## src/flm_consts.vh

```
// constants for the fault limit monitor: command codes, reset codes, field layout
// assumes a same-clock command transport that decodes bus transfers into strobes
`ifndef FLM_CONSTS_VH
`define FLM_CONSTS_VH

// command codes of the three thresholds
`define FLM_CMD_PEAK_OC 8'h46
`define FLM_CMD_VALLEY_UC 8'h4B
`define FLM_CMD_OVER_TEMP 8'h4F

// power-on codes
`define FLM_RST_PEAK_OC 16'hDBC0
`define FLM_RST_VALLEY_UC 16'hD440
`define FLM_RST_OVER_TEMP 16'hEBE8

// linear word layout: exponent above, mantissa below
`define FLM_EXP_MSB 15
`define FLM_EXP_LSB 11
`define FLM_MANT_MSB 10
`define FLM_MANT_LSB 0

// measurements are signed with this many fraction bits
`define FLM_FRAC_BITS 4

`endif

```

## src/flm_fault_limit_monitor.v

```verilog
// fault limit monitor: peak, valley and over-temperature checks of a two-phase controller
// assumes measurement strobes and the command port run on clk; only rst_n is asynchronous
`timescale 1ns/10ps
`include "flm_consts.vh"

module flm_fault_limit_monitor #(
  parameter MW = 16,
  parameter CW = 8
) (
  input wire clk,
  input wire rst_n,
  input wire cmd_wr,
  input wire cmd_rd,
  input wire [7:0] cmd_code,
  input wire [15:0] cmd_wdata,
  input wire write_protect,
  input wire clear_faults,
  input wire period_start,
  input wire [CW-1:0] blank_cycles,
  input wire [CW-1:0] consec_periods,
  input wire cur_valid,
  input wire signed [MW-1:0] phase0_current,
  input wire signed [MW-1:0] phase1_current,
  input wire avg_oc_fault,
  input wire avg_uc_fault,
  input wire external_temperature_sensing,
  input wire temp_valid,
  input wire signed [MW-1:0] internal_temp,
  input wire signed [MW-1:0] ext_temp_a,
  input wire signed [MW-1:0] ext_temp_b,
  output reg [15:0] rd_data_ff,
  output reg rd_valid_ff,
  output reg overcurrent_flag_ff,
  output reg undercurrent_flag_ff,
  output reg oc_response_ff,
  output reg uc_response_ff,
  output reg temperature_summary_ff,
  output reg over_temp_flag_ff,
  output reg internal_sensor_fault_flag_ff,
  output reg external_sensor_a_fault_flag_ff,
  output reg external_sensor_b_fault_flag_ff,
  output reg host_alert_line_n_ff
);

  ////////////////////////////////////////////////////////////////////////////
  // helpers

  // linear word to signed fixed point; wide enough for any exponent
  function signed [47:0] lin_to_fix;
    input [15:0] word;
    reg signed [5:0] sh;
    reg signed [47:0] m;
    begin
      sh = $signed({word[`FLM_EXP_MSB], word[`FLM_EXP_MSB:`FLM_EXP_LSB]}) + 6'sd`FLM_FRAC_BITS;
      m = {{37{word[`FLM_MANT_MSB]}}, word[`FLM_MANT_MSB:`FLM_MANT_LSB]};
      if (sh[5]) begin
        lin_to_fix = m >>> (-sh);
      end else begin
        lin_to_fix = m <<< sh;
      end
    end
  endfunction

  // sign extension of a measurement to compare width
  function signed [47:0] ext_meas;
    input signed [MW-1:0] v;
    begin
      ext_meas = {{(48-MW){v[MW-1]}}, v};
    end
  endfunction

  ////////////////////////////////////////////////////////////////////////////
  // reset release through two flops

  reg rst_meta_ff;
  reg rst_sync_ff; // design-wide reset copy
  always @(posedge clk or negedge rst_n) begin
    if (!rst_n) begin
      rst_meta_ff <= 1'b0;
      rst_sync_ff <= 1'b0;
    end else begin
      rst_meta_ff <= 1'b1;
      rst_sync_ff <= rst_meta_ff;
    end
  end

  ////////////////////////////////////////////////////////////////////////////
  // threshold registers

  reg [15:0] peak_current_fault_threshold_ff;
  reg [15:0] valley_current_fault_threshold_ff;
  reg [15:0] over_temp_fault_threshold_ff;

  // writes take the whole two-byte word; protection drops them silently
  always @(posedge clk or negedge rst_sync_ff) begin
    if (!rst_sync_ff) begin
      peak_current_fault_threshold_ff <= `FLM_RST_PEAK_OC;
      valley_current_fault_threshold_ff <= `FLM_RST_VALLEY_UC;
      over_temp_fault_threshold_ff <= `FLM_RST_OVER_TEMP;
    end else if (cmd_wr && !write_protect) begin
      case (cmd_code)
        `FLM_CMD_PEAK_OC: peak_current_fault_threshold_ff <= cmd_wdata;
        `FLM_CMD_VALLEY_UC: valley_current_fault_threshold_ff <= cmd_wdata;
        `FLM_CMD_OVER_TEMP: over_temp_fault_threshold_ff <= cmd_wdata;
        default: ;
      endcase
    end
  end

  // read answer one cycle after the strobe; unknown codes read zero
  always @(posedge clk or negedge rst_sync_ff) begin
    if (!rst_sync_ff) begin
      rd_data_ff <= 16'h0000;
      rd_valid_ff <= 1'b0;
    end else begin
      rd_valid_ff <= cmd_rd;
      if (cmd_rd) begin
        case (cmd_code)
          `FLM_CMD_PEAK_OC: rd_data_ff <= peak_current_fault_threshold_ff;
          `FLM_CMD_VALLEY_UC: rd_data_ff <= valley_current_fault_threshold_ff;
          `FLM_CMD_OVER_TEMP: rd_data_ff <= over_temp_fault_threshold_ff;
          default: rd_data_ff <= 16'h0000;
        endcase
      end
    end
  end

  // decoded thresholds; the host keeps them in range so no saturation is done
  wire signed [47:0] peak_fix = lin_to_fix(peak_current_fault_threshold_ff);
  wire signed [47:0] valley_fix = lin_to_fix(valley_current_fault_threshold_ff);
  wire signed [47:0] temp_fix = lin_to_fix(over_temp_fault_threshold_ff);

  ////////////////////////////////////////////////////////////////////////////
  // blanking within each switching period

  reg [CW-1:0] blank_cnt_ff; // clocks since period start, saturating
  wire blank_done = (blank_cnt_ff >= blank_cycles);
  always @(posedge clk or negedge rst_sync_ff) begin
    if (!rst_sync_ff) begin
      blank_cnt_ff <= {CW{1'b0}};
    end else if (period_start) begin
      blank_cnt_ff <= {CW{1'b0}};
    end else if (!blank_done) begin
      blank_cnt_ff <= blank_cnt_ff + {{(CW-1){1'b0}}, 1'b1};
    end
  end

  // qualified samples only; samples inside blanking are ignored
  wire qual = cur_valid && blank_done && !period_start;
  wire p0_hi = qual && (ext_meas(phase0_current) > peak_fix);
  wire p1_hi = qual && (ext_meas(phase1_current) > peak_fix);
  wire p0_lo = qual && (ext_meas(phase0_current) < valley_fix);
  wire p1_lo = qual && (ext_meas(phase1_current) < valley_fix);

  ////////////////////////////////////////////////////////////////////////////
  // per-period violation memory and consecutive-period runs, one per phase and check

  reg [3:0] viol_ff; // {p1_lo, p0_lo, p1_hi, p0_hi} seen in current period
  reg [CW-1:0] run_ff [0:3]; // consecutive violating periods
  reg [3:0] trip; // run reached the count at this period boundary
  wire [3:0] hit = {p1_lo, p0_lo, p1_hi, p0_hi};
  // zero count is treated as one period, a fault needs at least one violation
  wire [CW-1:0] need = (consec_periods == {CW{1'b0}}) ? {{(CW-1){1'b0}}, 1'b1} : consec_periods;
  integer i; // loop index of the combinational trip decode
  integer j; // loop index of the clocked run update, apart so each index has one driver

  // run_ff stops counting at need and need is at least one, so need - 1 cannot wrap
  always @* begin
    for (i = 0; i < 4; i = i + 1) begin
      trip[i] = period_start && viol_ff[i] &&
        (run_ff[i] >= need - {{(CW-1){1'b0}}, 1'b1});
    end
  end

  always @(posedge clk or negedge rst_sync_ff) begin
    if (!rst_sync_ff) begin
      viol_ff <= 4'h0;
      for (j = 0; j < 4; j = j + 1) begin
        run_ff[j] <= {CW{1'b0}};
      end
    end else if (period_start) begin
      // a clean period breaks the run
      viol_ff <= 4'h0;
      for (j = 0; j < 4; j = j + 1) begin
        if (!viol_ff[j]) begin
          run_ff[j] <= {CW{1'b0}};
        end else if (run_ff[j] < need) begin
          run_ff[j] <= run_ff[j] + {{(CW-1){1'b0}}, 1'b1};
        end
      end
    end else begin
      viol_ff <= viol_ff | hit;
    end
  end

  // either phase alone trips; averaged checks feed the same event
  wire oc_evt = trip[0] || trip[1] || avg_oc_fault;
  wire uc_evt = trip[2] || trip[3] || avg_uc_fault;

  ////////////////////////////////////////////////////////////////////////////
  // temperature check

  wire t_int = temp_valid && !external_temperature_sensing && (ext_meas(internal_temp) > temp_fix);
  wire t_a = temp_valid && external_temperature_sensing &&
    (ext_meas(ext_temp_a) > temp_fix);
  wire t_b = temp_valid && external_temperature_sensing &&
    (ext_meas(ext_temp_b) > temp_fix);
  wire ot_evt = t_int || t_a || t_b;

  ////////////////////////////////////////////////////////////////////////////
  // sticky status; a new event in the clear cycle wins

  always @(posedge clk or negedge rst_sync_ff) begin
    if (!rst_sync_ff) begin
      overcurrent_flag_ff <= 1'b0;
      undercurrent_flag_ff <= 1'b0;
      oc_response_ff <= 1'b0;
      uc_response_ff <= 1'b0;
      temperature_summary_ff <= 1'b0;
      over_temp_flag_ff <= 1'b0;
      internal_sensor_fault_flag_ff <= 1'b0;
      external_sensor_a_fault_flag_ff <= 1'b0;
      external_sensor_b_fault_flag_ff <= 1'b0;
      host_alert_line_n_ff <= 1'b1;
    end else begin
      // one-cycle response requests, shared with the averaged checks
      oc_response_ff <= oc_evt;
      uc_response_ff <= uc_evt;
      overcurrent_flag_ff <= oc_evt | (overcurrent_flag_ff & ~clear_faults);
      undercurrent_flag_ff <= uc_evt | (undercurrent_flag_ff & ~clear_faults);
      temperature_summary_ff <= ot_evt | (temperature_summary_ff & ~clear_faults);
      over_temp_flag_ff <= ot_evt | (over_temp_flag_ff & ~clear_faults);
      internal_sensor_fault_flag_ff <= t_int |
        (internal_sensor_fault_flag_ff & ~clear_faults);
      external_sensor_a_fault_flag_ff <= t_a |
        (external_sensor_a_fault_flag_ff & ~clear_faults);
      external_sensor_b_fault_flag_ff <= t_b |
        (external_sensor_b_fault_flag_ff & ~clear_faults);
      // alert held low while any fault is pending or arriving
      host_alert_line_n_ff <= ~(ot_evt | oc_evt | uc_evt |
        ((over_temp_flag_ff | overcurrent_flag_ff | undercurrent_flag_ff) & ~clear_faults));
    end
  end

endmodule

```

## config.mk

```make
export PLATFORM = sky130hd
export DESIGN_NAME = flm_fault_limit_monitor
export DESIGN_NICKNAME = d
export VERILOG_FILES = /design/src/flm_fault_limit_monitor.v
export VERILOG_INCLUDE_DIRS = /design/src
export SDC_FILE = /design/constraint.sdc
export NUM_CORES = 1
export LEC_CHECK = 0
export BUFFER_PORTS_ARGS = -buffer_cell sky130_fd_sc_hd__buf_2
export CAP_MARGIN = 20
export CORE_MARGIN = 5
export CORE_UTILIZATION = 50
export CTS_BUF_LIST = sky130_fd_sc_hd__clkbuf_4 sky130_fd_sc_hd__clkbuf_8
export DETAILED_ROUTE_END_ITERATION = 12
export PLACE_DENSITY_LB_ADDON = 0.2
export SYNTH_ARGS = -nofsm -noshare
export SYNTH_HDL_FRONTEND = slang
export SYNTH_SLANG_ARGS = --single-unit
```

## constraint.sdc

```tcl
create_clock -name clk -period 4.3 [get_ports clk]
set_input_delay 0.645 -clock clk [delete_from_list [all_inputs] [get_ports clk]]
set_output_delay 0.645 -clock clk [all_outputs]
set_load 0.01 [all_outputs]
```

==> metrics, run 1 <==
CP Launch Type=flop; fraction of layout cells with a size suffix above 1=0.214; Mapped Cells=2206; Initial Util=0.507; Cell Area, Placed=0.0202 sq mm; Die Span X=200 um; area of the multi-input gates=0.0147 sq mm; static leakage=9.54 nW; crit path capture type=flop; period utilization=0.967; wire length per cell=19.4 um; Clock transition at path regs=90 ps; first-pass GRT wire length=91300 um; row count=69; status=complete, no violations; Clock Tree Buf Depth=2; Primary FF master, synth=dfrtp_1; Mapped Area=0.0181 sq mm; Tmin final=4160 ps; Post-synth EDFFs=0; area grow syn2layout=15.8%; PwrDens=177 mW/mm^2; Seq cells post-synth=121; GRT Overall Usage=0.270; Yosys warnings=0; routability congestion estimate=0.942; FF-to-FF setup slack=140 ps; uppermost layer routed=met5; Adder-Cell Fraction of Synth Area=0.262; final instance area=0.0209 sq mm; post-synthesis sequential area ratio=0.169; CTS tree=done; mux contribution to synthesized area=0.0992; Num CTS Buffers=17; drt initial violations=1335; htree depth=4; top post-synthesis cells by count=ha_1 (379), a21oi_1 (271), nand2_1 (182), nor2_1 (182), o21ai_0 (122); Post-DP HPWL=46000 um; DR pass1 iterations=9; met1 WL=24800 um; initial antenna violation count=2; Compound-Gate Fraction of Synth Area=0.245; Max Freq=241 MHz; most frequent cell after synthesis=ha_1; Max FO, Critical Path=7; # port buffers=158; metal3 WL=2930 um; largest family of logic cells by synthesized area=adder cells; NumNets Final=2955; filler cell count=3240; number of global-route vias before repair=18.0k; I/O pin cnt=159; Avg Vias per Cell=6.24; VDD IR max=0.000118 V; ANT nets after route=0; Mapped Nets=2717; die area=0.0401 sq mm; post-synthesis async set-or-reset flop share=1.00; Slew headroom=0.433; RSZ-0062 raised after global routing=yes; GR Overflow Total=0; Final Skew=15.0 ps; Final Setup Violations=0; clock sink count=121; post-synthesis average cell area=8.20 sq um; kind of critical path=flop to flop; Final Hold Fails=0; wire length on met2=26800 um; share of the synthesized area in the top cell type=0.262; FF+latch area=0.00306 sq mm; maxcap violations=0; measured slew at the worst slew-check pin=850 ps; largest net degree at the start of global routing=61; Slew Limit Fails=0; area leader, netlist=ha_1; clock root buffer=clkbuf_8; synth top area cells=ha_1 (26%), dfrtp_1 (13%), a21oi_1 (7.5%); xor and xnor fraction of the mapped netlist area=0.0148; DRC viols=0; core footprint=0.0357 sq mm; simple logic cell fraction of the synthesized area=0.177; vias=18.2k; die height=200 um; WP data required=4650 ps; total power=3.70 mW; final wirelength=56500 um; Worst EP arrival=4510 ps; Clock Latency Late Sink=450 ps; Distinct cells, synth=86; worst hold path class=flop to flop
critical path: stages, from the launching register on:
cell and delay [ps]:
dfstp_2 600, ha_4 170, xor2_2 240, nor3b_4 80
buf_4 150, or2_1 320, o31ai_1 330, o41ai_1 160
a21oi_1 280, ha_1 310, nor2b_1 130, o21ai_0 140
or4b_2 650, nor4_4 200, o31ai_1 100, a22o_1 200
cell usage in the layout, fill, tap and decap left out, types with 12 or more instances in the layout:
| master | synthesis | layout |
|---|---|---|
| dfrtp_1 | 97 | 94 |
| nand3_1 | 64 | 64 |
| nand2_1 | 182 | 179 |
| nor2b_1 | 32 | 32 |
| ha_1 | 379 | 375 |
| nor2_1 | 182 | 180 |
| xnor2_1 | 15 | 13 |
| o21ai_0 | 122 | 114 |
| o21a_1 | 41 | 41 |
| or3_1 | 18 | 17 |
| buf_2 | 7 | 158 |
| nor3_1 | 27 | 26 |
| and2_1 | 13 | 13 |
| nand4_1 | 63 | 63 |
| a21oi_1 | 271 | 263 |
| a21o_1 | 82 | 82 |
| and3_1 | 13 | 13 |
| o22ai_1 | 13 | 13 |
| mux2_2 | 63 | 63 |
| inv_1 | 55 | 55 |
| buf_4 | 2 | 146 |
| mux2i_1 | 81 | 76 |
| dfstp_2 | 24 | 24 |
| o211ai_1 | 24 | 24 |
| a211oi_1 | 34 | 28 |
| clkbuf_8 | 0 | 18 |
| and4_1 | 12 | 12 |
| a31oi_1 | 16 | 14 |
power breakdown:
| part | leakage (nW) | switching [mW] | internal [mW] | total, mW |
|---|---|---|---|---|
| Clock | 0.179 | 0.528 | 0.482 | 1.01 |
| Sequential | 1.54 | 0.0545 | 1.18 | 1.23 |
| Combinational | 7.83 | 0.831 | 0.623 | 1.45 |
| Total | 9.54 | 1.41 | 2.29 | 3.70 |
final cells by class:
class                      instances  area share
sequential                       121       0.146
tap                              461      0.0276
clock inverter                    13     0.00580
multi-input combinational       1932       0.703
clock buffer                      19      0.0122
inverter                          62      0.0111
antenna                            1    0.000120
timing repair buffer             310      0.0942
state kept, by name (all words and copies together) (netlist names), 4 cells and up:
name	flops
blank_cnt_ff	8
over_temp_fault_threshold_ff	16
peak_current_fault_threshold_ff	16
rd_data_ff	16
run_ff	32
valley_current_fault_threshold_ff	16
viol_ff	4
through the flow:
stage	instances	worst slack, ps	TNS [ps]	utilization	hold slack [ps]
floorplan	2206	23.0	0	-	331
global placement	2884	-20.7	-20.7	0.568	339
detailed placement	2884	-76.2	-141	0.568	341
CTS	2918	3.13	0	0.579	360
global route	2919	-54.9	-161	0.587	373
finish	2919	142	0	0.587	356
timing repair:
| item | CTS | global route |
|---|---|---|
| pin swaps | 1 | 16 |
| resized for setup | 3 | 69 |
| setup buffers | 1 | 0 |
| hold buffers | 1 | 0 |
| endpoints found under the setup margin | 4 | 9 |
| hold endpoints to repair | 2 | 0 |
path summary, 6_finish.rpt:
kind                                                   endpoint                                   from  cells past startpoint
setup reg to reg                                     viol_ff[2]  valley_current_fault_threshold_ff[14]                     15
setup / recovery                                     viol_ff[2]  valley_current_fault_threshold_ff[14]                     15
min in group asynchronous  valley_current_fault_threshold_ff[7]                            rst_sync_ff                      0
hold / removal                                      rst_sync_ff                            rst_meta_ff                      0
max in group asynchronous                  host_alert_line_n_ff                            rst_sync_ff                      1
hold reg to reg                                     rst_sync_ff                            rst_meta_ff                      0
cell families after synthesis:
logic type,after synthesis
XOR/XNOR,28
AND/OR/NAND/NOR,659
adder cells (fa/ha/maj),379
flip-flops,121
AO/OA/AOI/OAI,708
buffers and inverters,153
multiplexers,157
other,1
routing by layer:
metal / vias up / track usage
li1: 8862 / -
met1: 8616 / 0.351
met2: 621 / 0.465
met3: 125 / 0.0315
met4: 2 / 0.0988
met5: - / 0
No activity file was read; power rests on OpenSTA's default activity.
==> run 2, diff against run 1 <==
CORE_MARGIN = 1.5   (was 5)
clock period = 3.6 ns   (was 4.3 ns; I/O delays follow)
==> run 2 against run 1 <==
  * Wire length rose by 11%
  * Maximum frequency up 1.6%
  * Global-route usage is 6.2 points higher
  * Worst setup slack worse by 640 ps
  * Clock skew barely moved
  * Utilization grew 11 points
  * Register-to-register slack worse by 640 ps
  * Highest routed layer unchanged
  * Sequential power increased by 19%
  * The run now ends with negative setup slack left
  * Non-clock buffer count grew 344
  * Largest cell class unchanged
==> metrics, run 2 (synthesized netlist as in run 1, its figures left out) <==
worst hold path class=input port to flop; routability congestion estimate=0.969; VDD IR max=0.000234 V; violated checks=negative setup slack; NumNets Final=3299; Clock Tree Buf Depth=2; wire length per cell=19.2 um; status=finished with violations; DRC viols=0; maxcap violations=0; period utilization=1.14; Avg Vias per Cell=6.09; DR pass1 iterations=5; largest net degree at the start of global routing=37; ANT nets after route=0; drt initial violations=1256; Num CTS Buffers=17; htree depth=4; total power=5.02 mW; Net Sw Frac=0.379; combinational fraction of design power=0.441; Slew Limit Fails=0; number of global-route vias before repair=19.6k; area grow syn2layout=36.4%; kind of critical path=flop to flop; GRT Overall Usage=0.332; Post-DP HPWL=49600 um; Max FO, Critical Path=7; register share of total power=0.291; final instance area=0.0247 sq mm; die area=0.0373 sq mm; Setup Total Neg Slack=-3750 ps; commonest non-fill, non-tap cell in the layout=buf_4; vias=19.9k; CTS tree=done; Net Switching=1.90 mW; Clock Latency Late Sink=500 ps; Max Freq=244 MHz; diode count=0; CP Launch Type=flop; DP Cell Count=3202; Slew headroom=0.483; Die Span X=193 um; most frequent cells in the layout=buf_4 (469), ha_1 (360), a21oi_1 (213); static leakage=11.5 nW; internal power=3.12 mW; Clock transition at path regs=80 ps; Cell Area, Placed=0.0228 sq mm; core footprint=0.0356 sq mm; Clock power frac=0.268; Final Setup Violations=10; Worst EP arrival=4530 ps; Tmin final=4090 ps; I/O pin cnt=159; R2R depth=19; Initial Util=0.508; fraction of layout cells with a size suffix above 1=0.363; measured slew at the worst slew-check pin=774 ps; most flop-heavy register=run_ff; Largest register FFs=32; Post-Route Utilization=0.693; Final Hold Fails=0; PwrDens=203 mW/mm^2; crit path capture type=flop; clock root buffer=clkbuf_8; Final Skew=15.4 ps; Post-Layout Cell Count=3262; final wirelength=62600 um; # port buffers=158; row count=69; Worst Hold Depth=2; initial antenna violation count=1; clock sink count=121; RSZ-0062 raised after global routing=yes; WP data required=4040 ps; first-pass GRT wire length=98000 um; GR Overflow Total=0; die height=193 um; fin worst setup slack=-494 ps
==> run 2: final timing paths <==
path	startpoint	end	slack [ps]
setup reg to reg	over_temp_fault_threshold_ff[11]	host_alert_line_n_ff	-490
hold reg to reg	rst_sync_ff	viol_ff[1]	330
setup / recovery	over_temp_fault_threshold_ff[11]	host_alert_line_n_ff	-490
min in group asynchronous	rst_sync_ff	viol_ff[1]	330
hold / removal	clear_faults	external_sensor_b_fault_flag_ff	250
max in group asynchronous	rst_sync_ff	over_temp_fault_threshold_ff[3]	2350
==> run 2: worst max-delay path, cell delays in order, from the launching register on <==
cell and delay [ps]:
dfstp_2 570, buf_12 110, inv_6 30, ha_4 260, buf_4 160, a211oi_1 310, a21oi_2 80, mux2i_1 180
a21oi_1 90, a21oi_1 200, o21ai_1 80, buf_4 140, ha_1 280, nand3_2 80, or4_1 500, nor4_2 170
nor3_1 100, o22a_2 290, nor4_4 230, and2_1 160
==> run 2: layout make-up <==
| class | count | area, sq um |
|---|---|---|
| Timing Repair Buffer | 654 | 4670 |
| Sequential cell | 121 | 3060 |
| Tap cell | 461 | 577 |
| Multi-Input combinational cell | 1932 | 15700 |
| Inverter | 62 | 249 |
| Clock inverter | 13 | 160 |
| Fill cell | 2801 | 10900 |
| Clock buffer | 19 | 255 |
==> run 2: metrics by stage <==
| stage | setup slack (ps) | hold slack (ps) |
|---|---|---|
| 2_1_floorplan | -559 | 244 |
| 3_3_place_gp | -523 | 327 |
| 3_5_place_dp | -660 | 326 |
| 4_1_cts | -441 | 224 |
| 5_1_grt | -649 | 234 |
| 6_report | -494 | 255 |
==> run 2: what timing repair did <==
item | in CTS | in global routing
setup buffers | 20 | 11
endpoints found under the hold margin | 2 | 0
pin swaps | 65 | 55
resized for setup | 147 | 128
hold buffers | 1 | 0
setup endpoints to repair | 10 | 10
==> run 2: metal layers <==
metal / up-vias / wire length, um / part of all wire / track usage
met2: 662 / 30500 / 0.49 / 0.591
met4: 2 / 2390 / 0.038 / 0.133
li1: 9573 / - / - / -
met1: 9480 / 26600 / 0.43 / 0.409
met5: - / 7 / 0.00011 / 0
met3: 163 / 3080 / 0.049 / 0.0342
==> run 2: power by group through the flow <==
stage | registers (mW) | clock network, mW | logic, mW
6_report | 1.46 | 1.34 | 2.21
5_1_grt | 1.47 | 1.42 | 2.43
4_1_cts | 1.46 | 1.36 | 2.10
3_5_place_dp | 1.48 | 0 | 1.99
3_3_place_gp | 1.48 | 0 | 1.92
2_1_floorplan | 1.49 | 0 | 1.10
